### src/icrb_pkg.sv
// Shared constants, register map and decode helpers of the interrupt control register bank
package icrb_pkg;

    localparam int ADDR_W = 24;
    localparam int DEC_W  = 16;
    localparam int REG_W  = 8;
    localparam int IRQ_N  = 6;

    // Register locations, compared against the low address bits only
    localparam logic [DEC_W-1:0] OFS_SYSTEM_CONTROL   = 16'hFFF2;
    localparam logic [DEC_W-1:0] OFS_SENSE_SELECT     = 16'hFFF4;
    localparam logic [DEC_W-1:0] OFS_REQUEST_ENABLE   = 16'hFFF5;
    localparam logic [DEC_W-1:0] OFS_REQUEST_FLAGS    = 16'hFFF6;
    localparam logic [DEC_W-1:0] OFS_FLAG_CLEAR       = 16'hFFF7;
    localparam logic [DEC_W-1:0] OFS_PRIORITY_SELECT_A = 16'hFFF8;
    localparam logic [DEC_W-1:0] OFS_PRIORITY_SELECT_B = 16'hFFF9;

    // Values after reset and in hardware standby
    localparam logic [REG_W-1:0] RST_SYSTEM_CONTROL = 8'h0B;
    localparam logic [IRQ_N-1:0] RST_IRQ_FIELD      = 6'h00;
    localparam logic [REG_W-1:0] RST_PRIORITY       = 8'h00;
    localparam logic [REG_W-1:0] RDATA_IDLE         = 8'h00;

    // Field positions in system control
    localparam int USER_BIT_ENABLE_POS         = 3;
    localparam int NONMASKABLE_EDGE_SELECT_POS = 2;

    // Priority bit in priority_select_a serving each request line
    localparam logic [2:0] PRIORITY_BIT_OF_LINE [0:IRQ_N-1] =
        '{3'h7, 3'h6, 3'h5, 3'h5, 3'h4, 3'h4};

    // Sampling cycles before pin history is trusted after reset
    localparam logic [1:0] PRIME_DONE = 2'h3;

    function automatic logic reg_hit(input logic [ADDR_W-1:0] addr,
                                     input logic [DEC_W-1:0]  ofs);
        return addr[DEC_W-1:0] == ofs;
    endfunction

    function automatic logic [REG_W-1:0] pad_irq(input logic [IRQ_N-1:0] v);
        return {{(REG_W-IRQ_N){1'b0}}, v};
    endfunction

endpackage

### src/icrb_sense_if.sv
// Link between the register bank and the request pin detector
`timescale 1ns/1ps
`default_nettype none
interface icrb_sense_if import icrb_pkg::*; ();
    logic [IRQ_N-1:0] sense_sel;
    logic             nmi_rise_sel;
    logic [IRQ_N-1:0] irq_event;
    logic             nmi_event;

    modport ctl (output sense_sel, output nmi_rise_sel, input irq_event, input nmi_event);
    modport det (input sense_sel, input nmi_rise_sel, output irq_event, output nmi_event);
endinterface
`default_nettype wire

### src/icrb_irq_sense.sv
// Pin synchroniser and edge or level detector for the request lines
`timescale 1ns/1ps
`default_nettype none
module icrb_irq_sense
    import icrb_pkg::*;
(
    input  wire logic             clk,
    input  wire logic             rst_n,
    input  wire logic [IRQ_N-1:0] irq_pin_n,
    input  wire logic             nmi_pin,
    icrb_sense_if.det             d
);

    logic [IRQ_N-1:0] irq_s1;
    logic [IRQ_N-1:0] irq_s2;
    logic [IRQ_N-1:0] irq_s3;
    logic             nmi_s1;
    logic             nmi_s2;
    logic             nmi_s3;
    logic [1:0]       prime;
    logic [IRQ_N-1:0] irq_ev;
    logic             nmi_ev;
    logic [1:0]       next_prime;
    logic [IRQ_N-1:0] next_irq_ev;
    logic             next_nmi_ev;
    logic             primed;

    // Events wait until the history flops hold real pin samples
    always_comb begin
        primed     = (prime == PRIME_DONE);
        next_prime = primed ? prime : prime + 2'h1;
        for (int i = 0; i < IRQ_N; i++) begin
            if (d.sense_sel[i]) begin
                next_irq_ev[i] = primed && irq_s3[i] && !irq_s2[i];
            end else begin
                next_irq_ev[i] = primed && !irq_s2[i];
            end
        end
        if (d.nmi_rise_sel) begin
            next_nmi_ev = primed && nmi_s2 && !nmi_s3;
        end else begin
            next_nmi_ev = primed && !nmi_s2 && nmi_s3;
        end
    end

    always_ff @(posedge clk or negedge rst_n) begin
        if (!rst_n) begin
            irq_s1 <= '1;
            irq_s2 <= '1;
            irq_s3 <= '1;
            nmi_s1 <= 1'b0;
            nmi_s2 <= 1'b0;
            nmi_s3 <= 1'b0;
            prime  <= 2'h0;
            irq_ev <= '0;
            nmi_ev <= 1'b0;
        end else begin
            irq_s1 <= irq_pin_n;
            irq_s2 <= irq_s1;
            irq_s3 <= irq_s2;
            nmi_s1 <= nmi_pin;
            nmi_s2 <= nmi_s1;
            nmi_s3 <= nmi_s2;
            prime  <= next_prime;
            irq_ev <= next_irq_ev;
            nmi_ev <= next_nmi_ev;
        end
    end

    assign d.irq_event = irq_ev;
    assign d.nmi_event = nmi_ev;

    nmi_edge_dir_a: assert property (
        @(posedge clk) disable iff (!rst_n)
        nmi_ev |-> ($past(nmi_s2) == $past(d.nmi_rise_sel)) && ($past(nmi_s3) != $past(nmi_s2)))
        else $error("nonmaskable event on the wrong edge");

    irq_level_sense_a: assert property (
        @(posedge clk) disable iff (!rst_n)
        primed |=> ((irq_ev & ~$past(d.sense_sel)) == (~$past(irq_s2) & ~$past(d.sense_sel))))
        else $error("level-sensed line does not follow the pin");

    irq_edge_sense_a: assert property (
        @(posedge clk) disable iff (!rst_n)
        1'b1 |=> ((irq_ev & $past(d.sense_sel)) & ~($past(irq_s3) & ~$past(irq_s2))) == '0)
        else $error("edge-sensed line fired without a falling edge");

endmodule
`default_nettype wire

### src/icrb_register_bank.sv
// Interrupt control register bank: map, request flags, priorities and trap mask control
//
// The plain strobed port was decided locally.
`timescale 1ns/1ps
`default_nettype none
module icrb_register_bank
    import icrb_pkg::*;
(
    input  wire logic              SYS_CLK,
    input  wire logic              RESET_N,
    input  wire logic              HW_STANDBY,
    input  wire logic              NMI_PIN,
    input  wire logic [IRQ_N-1:0]  IRQ_PIN_N,
    input  wire logic              TRAP_ENTRY,
    input  wire logic [ADDR_W-1:0] REG_ADDR,
    input  wire logic [REG_W-1:0]  REG_WDATA,
    input  wire logic              REG_WR,
    input  wire logic              REG_RD,
    output var  logic [REG_W-1:0]  REG_RDATA,
    output var  logic              INT_REQ,
    output var  logic [IRQ_N-1:0]  IRQ_PENDING,
    output var  logic [IRQ_N-1:0]  IRQ_LEVEL,
    output var  logic              NMI_REQ,
    output var  logic              AUX_BIT_IS_MASK,
    output var  logic [REG_W-1:0]  PRIO_A,
    output var  logic [REG_W-1:0]  PRIO_B,
    output var  logic              GLOBAL_MASK_SET,
    output var  logic              AUX_MASK_SET
);

    icrb_sense_if sif ();

    icrb_irq_sense u_sense (
        .clk       (SYS_CLK),
        .rst_n     (RESET_N),
        .irq_pin_n (IRQ_PIN_N),
        .nmi_pin   (NMI_PIN),
        .d         (sif)
    );

    // Standby pin synchroniser
    logic stby_s1;
    logic stby_s2;
    logic next_stby_s1;
    logic next_stby_s2;

    always_comb begin
        next_stby_s1 = HW_STANDBY;
        next_stby_s2 = stby_s1;
    end

    always_ff @(posedge SYS_CLK or negedge RESET_N) begin
        if (!RESET_N) begin
            stby_s1 <= 1'b0;
            stby_s2 <= 1'b0;
        end else begin
            stby_s1 <= next_stby_s1;
            stby_s2 <= next_stby_s2;
        end
    end

    // Register bank state
    logic [REG_W-1:0] system_control;
    logic [IRQ_N-1:0] request_sense_select;
    logic [IRQ_N-1:0] request_enable;
    logic [IRQ_N-1:0] request_flags;
    logic [REG_W-1:0] priority_select_a;
    logic [REG_W-1:0] priority_select_b;

    logic [REG_W-1:0] next_system_control;
    logic [IRQ_N-1:0] next_request_sense_select;
    logic [IRQ_N-1:0] next_request_enable;
    logic [IRQ_N-1:0] next_request_flags;
    logic [REG_W-1:0] next_priority_select_a;
    logic [REG_W-1:0] next_priority_select_b;
    logic [REG_W-1:0] next_rdata;
    logic             next_int_req;
    logic [IRQ_N-1:0] next_irq_pending;
    logic [IRQ_N-1:0] next_irq_level;
    logic             next_nmi_req;
    logic             next_aux_bit_is_mask;
    logic             next_global_mask_set;
    logic             next_aux_mask_set;

    logic [IRQ_N-1:0] flag_clear;
    logic [REG_W-1:0] read_mux;
    logic             addr_mapped;

    always_comb begin
        next_system_control       = system_control;
        next_request_sense_select = request_sense_select;
        next_request_enable       = request_enable;
        next_priority_select_a    = priority_select_a;
        next_priority_select_b    = priority_select_b;
        flag_clear                = '0;

        if (REG_WR) begin
            if (reg_hit(REG_ADDR, OFS_SYSTEM_CONTROL)) begin
                next_system_control = REG_WDATA;
            end
            if (reg_hit(REG_ADDR, OFS_SENSE_SELECT)) begin
                next_request_sense_select = REG_WDATA[IRQ_N-1:0];
            end
            if (reg_hit(REG_ADDR, OFS_REQUEST_ENABLE)) begin
                next_request_enable = REG_WDATA[IRQ_N-1:0];
            end
            if (reg_hit(REG_ADDR, OFS_REQUEST_FLAGS)) begin
                flag_clear = ~REG_WDATA[IRQ_N-1:0];
            end
            if (reg_hit(REG_ADDR, OFS_FLAG_CLEAR)) begin
                flag_clear = REG_WDATA[IRQ_N-1:0];
            end
            if (reg_hit(REG_ADDR, OFS_PRIORITY_SELECT_A)) begin
                next_priority_select_a = REG_WDATA;
            end
            if (reg_hit(REG_ADDR, OFS_PRIORITY_SELECT_B)) begin
                next_priority_select_b = REG_WDATA;
            end
        end

        // A new request beats a clear in the same cycle; ones written never set
        next_request_flags = (request_flags & ~flag_clear) | sif.irq_event;

        // Hardware standby holds the bank at its initial values
        if (stby_s2) begin
            next_system_control       = RST_SYSTEM_CONTROL;
            next_request_sense_select = RST_IRQ_FIELD;
            next_request_enable       = RST_IRQ_FIELD;
            next_request_flags        = RST_IRQ_FIELD;
            next_priority_select_a    = RST_PRIORITY;
            next_priority_select_b    = RST_PRIORITY;
        end

        addr_mapped = reg_hit(REG_ADDR, OFS_SYSTEM_CONTROL)
                   || reg_hit(REG_ADDR, OFS_SENSE_SELECT)
                   || reg_hit(REG_ADDR, OFS_REQUEST_ENABLE)
                   || reg_hit(REG_ADDR, OFS_REQUEST_FLAGS)
                   || reg_hit(REG_ADDR, OFS_PRIORITY_SELECT_A)
                   || reg_hit(REG_ADDR, OFS_PRIORITY_SELECT_B);
        read_mux = RDATA_IDLE;
        if (reg_hit(REG_ADDR, OFS_SYSTEM_CONTROL)) begin
            read_mux = system_control;
        end else if (reg_hit(REG_ADDR, OFS_SENSE_SELECT)) begin
            read_mux = pad_irq(request_sense_select);
        end else if (reg_hit(REG_ADDR, OFS_REQUEST_ENABLE)) begin
            read_mux = pad_irq(request_enable);
        end else if (reg_hit(REG_ADDR, OFS_REQUEST_FLAGS)) begin
            read_mux = pad_irq(request_flags);
        end else if (reg_hit(REG_ADDR, OFS_PRIORITY_SELECT_A)) begin
            read_mux = priority_select_a;
        end else if (reg_hit(REG_ADDR, OFS_PRIORITY_SELECT_B)) begin
            read_mux = priority_select_b;
        end
        next_rdata = REG_RD ? read_mux : RDATA_IDLE;

        next_int_req     = |(request_flags & request_enable);
        next_irq_pending = request_flags & request_enable;
        for (int i = 0; i < IRQ_N; i++) begin
            next_irq_level[i] = priority_select_a[PRIORITY_BIT_OF_LINE[i]];
        end
        // No mask or priority gates the nonmaskable request
        next_nmi_req    = sif.nmi_event;
        next_aux_bit_is_mask = !system_control[USER_BIT_ENABLE_POS];
        next_global_mask_set = TRAP_ENTRY;
        next_aux_mask_set    = TRAP_ENTRY && !system_control[USER_BIT_ENABLE_POS];
    end

    always_ff @(posedge SYS_CLK or negedge RESET_N) begin
        if (!RESET_N) begin
            system_control       <= RST_SYSTEM_CONTROL;
            request_sense_select <= RST_IRQ_FIELD;
            request_enable       <= RST_IRQ_FIELD;
            request_flags        <= RST_IRQ_FIELD;
            priority_select_a    <= RST_PRIORITY;
            priority_select_b    <= RST_PRIORITY;
            REG_RDATA            <= RDATA_IDLE;
            INT_REQ              <= 1'b0;
            IRQ_PENDING          <= '0;
            IRQ_LEVEL            <= '0;
            NMI_REQ              <= 1'b0;
            AUX_BIT_IS_MASK      <= 1'b0;
            PRIO_A               <= RST_PRIORITY;
            PRIO_B               <= RST_PRIORITY;
            GLOBAL_MASK_SET      <= 1'b0;
            AUX_MASK_SET         <= 1'b0;
        end else begin
            system_control       <= next_system_control;
            request_sense_select <= next_request_sense_select;
            request_enable       <= next_request_enable;
            request_flags        <= next_request_flags;
            priority_select_a    <= next_priority_select_a;
            priority_select_b    <= next_priority_select_b;
            REG_RDATA            <= next_rdata;
            INT_REQ              <= next_int_req;
            IRQ_PENDING          <= next_irq_pending;
            IRQ_LEVEL            <= next_irq_level;
            NMI_REQ              <= next_nmi_req;
            AUX_BIT_IS_MASK      <= next_aux_bit_is_mask;
            PRIO_A               <= priority_select_a;
            PRIO_B               <= priority_select_b;
            GLOBAL_MASK_SET      <= next_global_mask_set;
            AUX_MASK_SET         <= next_aux_mask_set;
        end
    end

    // The detector sees the live configuration bits
    assign sif.sense_sel    = request_sense_select;
    assign sif.nmi_rise_sel = system_control[NONMASKABLE_EDGE_SELECT_POS];

    unmapped_read_a: assert property (
        @(posedge SYS_CLK) disable iff (!RESET_N)
        (REG_RD && !addr_mapped) |=> (REG_RDATA == RDATA_IDLE))
        else $error("unmapped read returned nonzero data");

    sysctl_read_a: assert property (
        @(posedge SYS_CLK) disable iff (!RESET_N)
        (REG_RD && reg_hit(REG_ADDR, OFS_SYSTEM_CONTROL)) |=> (REG_RDATA == $past(system_control)))
        else $error("system control read data wrong");

    flag_no_set_a: assert property (
        @(posedge SYS_CLK) disable iff (!RESET_N)
        1'b1 |=> ((request_flags & ~$past(request_flags) & ~$past(sif.irq_event)) == '0))
        else $error("request flag rose without a request");

    flag_zero_clear_a: assert property (
        @(posedge SYS_CLK) disable iff (!RESET_N)
        (REG_WR && reg_hit(REG_ADDR, OFS_REQUEST_FLAGS))
            |=> ((request_flags & ~$past(REG_WDATA[IRQ_N-1:0]) & ~$past(sif.irq_event)) == '0))
        else $error("writing zero did not clear a flag");

    sysctl_standby_a: assert property (
        @(posedge SYS_CLK) disable iff (!RESET_N)
        stby_s2 |=> (system_control == RST_SYSTEM_CONTROL))
        else $error("system control not initialised in standby");

    aux_role_a: assert property (
        @(posedge SYS_CLK) disable iff (!RESET_N)
        1'b1 |=> (AUX_BIT_IS_MASK == !$past(system_control[USER_BIT_ENABLE_POS])))
        else $error("auxiliary bit role does not follow bit 3");

    bank_standby_a: assert property (
        @(posedge SYS_CLK) disable iff (!RESET_N)
        stby_s2 |=> (request_sense_select == RST_IRQ_FIELD) && (request_enable == RST_IRQ_FIELD)
            && (request_flags == RST_IRQ_FIELD) && (priority_select_b == RST_PRIORITY))
        else $error("request registers not cleared in standby");

    prio_write_a: assert property (
        @(posedge SYS_CLK) disable iff (!RESET_N)
        (REG_WR && !stby_s2 && reg_hit(REG_ADDR, OFS_PRIORITY_SELECT_B))
            |=> (priority_select_b == $past(REG_WDATA)) ##1 (PRIO_B == $past(REG_WDATA, 2)))
        else $error("priority register write lost");

    prio_a_clear_a: assert property (
        @(posedge SYS_CLK) disable iff (!RESET_N)
        stby_s2 |=> (priority_select_a == RST_PRIORITY))
        else $error("first priority register not cleared");

    line0_level_a: assert property (
        @(posedge SYS_CLK) disable iff (!RESET_N)
        1'b1 |=> (IRQ_LEVEL[0] == $past(priority_select_a[7])) && (IRQ_LEVEL[5] == $past(priority_select_a[4])))
        else $error("line priority level does not follow its bit");

    nmi_accept_a: assert property (
        @(posedge SYS_CLK) disable iff (!RESET_N)
        sif.nmi_event |=> NMI_REQ)
        else $error("nonmaskable request dropped");

    trap_mask_a: assert property (
        @(posedge SYS_CLK) disable iff (!RESET_N)
        TRAP_ENTRY |=> GLOBAL_MASK_SET
            && (AUX_MASK_SET == !$past(system_control[USER_BIT_ENABLE_POS])))
        else $error("trap entry mask setting wrong");

endmodule
`default_nettype wire

### config.mk
export PLATFORM = sky130hd
export DESIGN_NAME = icrb_register_bank
export DESIGN_NICKNAME = d
export VERILOG_FILES = /design/src/icrb_pkg.sv /design/src/icrb_sense_if.sv /design/src/icrb_irq_sense.sv /design/src/icrb_register_bank.sv
export SDC_FILE = /design/constraint.sdc
export NUM_CORES = 1
export LEC_CHECK = 0
export BUFFER_PORTS_ARGS = -buffer_cell sky130_fd_sc_hd__buf_2
export CORE_ASPECT_RATIO = 0.6
export CORE_MARGIN = 1
export CORE_UTILIZATION = 35
export CTS_BUF_LIST = sky130_fd_sc_hd__clkbuf_4
export CTS_CLUSTER_DIAMETER = 100
export DETAILED_ROUTE_END_ITERATION = 6
export HOLD_SLACK_MARGIN = 0.03
export SLEW_MARGIN = 10
export SYNTH_ARGS = -nofsm -noshare
export SYNTH_HDL_FRONTEND = slang
export SYNTH_SLANG_ARGS = --single-unit
### constraint.sdc
create_clock -name SYS_CLK -period 1.9 [get_ports SYS_CLK]
set_clock_uncertainty 0.15 [all_clocks]
set_input_delay 0.38 -clock SYS_CLK [delete_from_list [all_inputs] [get_ports SYS_CLK]]
set_output_delay 0.38 -clock SYS_CLK [all_outputs]
set_load 0.005 [all_outputs]
==> run summary <==
status -> finished clean
layout cells sized above 1 -> 34.8%
vias in the first global route -> 3275
synth unique cells -> 48
post-synthesis mux area share -> 2.75%
final core utilization -> 44.9%
gr busiest metal -> met1
core footprint -> 12200 µm²
DP Area -> 5180 µm²
Power Density -> 684 nW/µm²
leakage -> 0.00252 µW
Starting Density -> 36.2%
Top FF cell, synth -> dfrtp_1
critical path required time -> 2.09 ns
Synth-to-Final Area Change -> 23.8%
Die H -> 89.0 µm
Post-synth ARST share -> 100%
Comb power frac -> 7.6%
CTS Sinks -> 109
WL final -> 11400 µm
Mapped Area -> 4410 µm²
routed length per instance -> 17.3 µm
YS warnings -> 0
root buffer cell -> clkbuf_4
#FFs+latches synth -> 109
Port Buffer Count -> 77
crit start category -> input pin
fin. max-slew vios -> 0
Post-Synth XOR/XNOR Area -> 1.39%
clock power share -> 28.0%
largest family of logic cells by synthesized area -> simple AND/OR/NAND/NOR gates
number of synthesized flops with an enable pin -> 0
via count -> 3457
Max rail drop VDD -> 0.000281 V
Remaining Overflow, GRT -> 0
maximum clock frequency -> 565 MHz
die width -> 147 µm
Seq pwr share -> 64.4%
Switching Share -> 25.9%
largest net degree at the start of global routing -> 43
fraction of the yosys area taken by sequential cells -> 62.4%
period utilisation layout -> 93.1%
initial antenna violation count -> 0
Synth Instances -> 380
Design Area, Final -> 5460 µm²
Worst Tran Pin Value -> 0.601 ns
Post-DRT Antenna Nets -> 0
# IOs -> 86
commonest cells after routing, fill and taps aside -> 88 x dfrtp_1, 76 x buf_2, 47 x a21oi_1, 31 x buf_4, 29 x o21ai_0
DR vias/cell -> 5.26
final hold vios -> 0
first-pass GRT wire length -> 17700 µm
drt pass-1 iters -> 5
# DRC -> 0
Synth Net Count -> 426
post-route minimum period -> 1.77 ns
Clk pin slew, worst setup/hold paths -> 0.16 ns
Crit Path Class -> input pin to flop
nets@finish -> 533
post-synthesis simple-gate area fraction -> 14.3%
global-route usage over all layers -> 18.3%
adder-cell share of the synthesized area -> 0.284%
worst-path maximum fanout -> 7
Row Count -> 31
drt initial violations -> 290
die area -> 13100 µm²
clock latency on the worst-skew pair -> 0.46 ns
Max-cap violations -> 0
TritonCTS Buffers -> 9
CP Data Arrival Time -> 1.96 ns
gpl congestion -> 0.822
GR Layer Usage met2 -> 25.4%
internal power -> 2770 µW
H-tree Lvls -> 3
syn avg cell area -> 11.6 µm²
crit path capture type -> flop
RSZ-0062 raised after global routing -> false
deepest clock path buffer count -> 2
Finish-stage setup viols -> 0
TritonCTS clock tree -> built
met3 GRT Util -> 4.39%
commonest non-fill, non-tap cell in the layout -> dfrtp_1
Sw Pwr -> 967 µW
Rel. slew slack -> 59.9%
Hold Path Class -> input pin to flop
HPWL after DPL -> 7930 µm
Antenna Cells -> 0
met1 Track Usage GR -> 28.0%
post-synthesis compound-gate area fraction -> 14.1%
[repair_timing]
| item | 4_1_cts | 5_1_grt |
|---|---|---|
| hold buffers | 15 | 1 |
| hold endpoints to repair | 76 | 1 |
| setup endpoints to repair | 0 | 1 |
| setup buffers | 0 | 0 |
| gates resized for setup | 0 | 1 |
[critical path: stages]
cell	delay, ns
buf_2	0.07
nand4_1	0.26
buf_4	0.28
nor4_2	0.46
a222oi_1	0.13
o32ai_1	0.37
[cells in the mapped netlist, types with 3 or more instances]
master / n / area share (%)
dfrtp_1: 88 / 50
a21oi_1: 47 / 5.3
o21ai_0: 42 / 4.8
dfstp_2: 21 / 13
nand3_1: 19 / 2.2
clkbuf_1: 17 / 1.4
nand4_1: 17 / 2.4
inv_1: 12 / 1.0
mux2_2: 9 / 2.3
nor2_1: 9 / 0.77
and2_1: 8 / 1.1
nand2_1: 8 / 0.68
nor2b_1: 7 / 0.99
buf_2: 6 / 0.68
buf_4: 6 / 1.0
nor3b_1: 6 / 1.0
xor2_1: 6 / 1.2
a22oi_1: 5 / 0.85
or4_1: 4 / 0.68
nor4_2: 3 / 0.85
[worst paths after layout]
kind                                             from                            end  slack (ns)  depth (start not counted)
max                                      REG_ADDR[11]         REG_RDATA[3]$_DFF_PN0_        0.13                          6
min                                            REG_RD         REG_RDATA[2]$_DFF_PN0_        0.09                          3
max reg2reg                request_flags[2]$_DFF_PN0_              INT_REQ$_DFF_PN0_        0.22                          3
min reg2reg                  u_sense.nmi_s1$_DFF_PN0_       u_sense.nmi_s2$_DFF_PN0_        0.21                          0
max in group asynchronous                     RESET_N  system_control[3]$_DFFE_PN1P_        0.75                          3
min in group asynchronous                     RESET_N            PRIO_B[0]$_DFF_PN0_        0.22                          2
[per-layer routing]
layer	vias to the layer above	share of wire [%]
met5	-	0
met4	0	0.80
met3	9	7.7
met2	155	40
met1	1714	51
li1	1579	-
[area by class of cell]
cell class / instances / area, µm²
inverter: 12 / 45.0
timing repair buffer: 128 / 873
multi-input combinational: 227 / 1470
clock inverter: 7 / 48.8
fill: 1170 / 6720
tap: 165 / 206
sequential: 109 / 2750
clock buffer: 9 / 67.6
[flip-flops by register name, indices dropped and copies added (netlist names), 7 cells and up]
register and count:
REG_RDATA 8, PRIO_A 7, system_control 8, priority_select_b 8, priority_select_a 8, PRIO_B 8
[power by group through the flow]
stage                     clock (µW)  combinational (µW)  sequential, µW
after detailed placement           0                 259            2440
after global placement             0                 253            2440
after floorplan                    0                98.0            2430
final                           1050                 285            2400
after CTS                       1100                 283            2400
after global routing            1200                 311            2410
[logic make-up (layout without fill, tap and decap cells)]
logic type,Yosys count,after routing
buffers and inverters,44,156
flip-flops,109,109
AO/OA/AOI/OAI,109,109
XOR/XNOR,7,7
AND/OR/NAND/NOR,99,99
multiplexers,11,11
adder cells (fa/ha/maj),1,1
[stage by stage]
stage | setup TNS (ns) | worst slack, ns | cells | power (µW) | hold slack (ns)
final | 0 | 0.131 | 657 | 3730 | 0.0918
after global routing | 0 | 0.0802 | 657 | 3920 | 0.0456
after CTS | 0 | 0.133 | 656 | 3780 | 0.0341
after detailed placement | -10.21 | -0.365 | 625 | 2700 | 0.186
after global placement | -8.72 | -0.314 | 625 | 2700 | 0.182
after floorplan | -2.81 | -0.228 | 380 | 2530 | -0.0656
No activity file was read; power rests on OpenSTA's default activity.
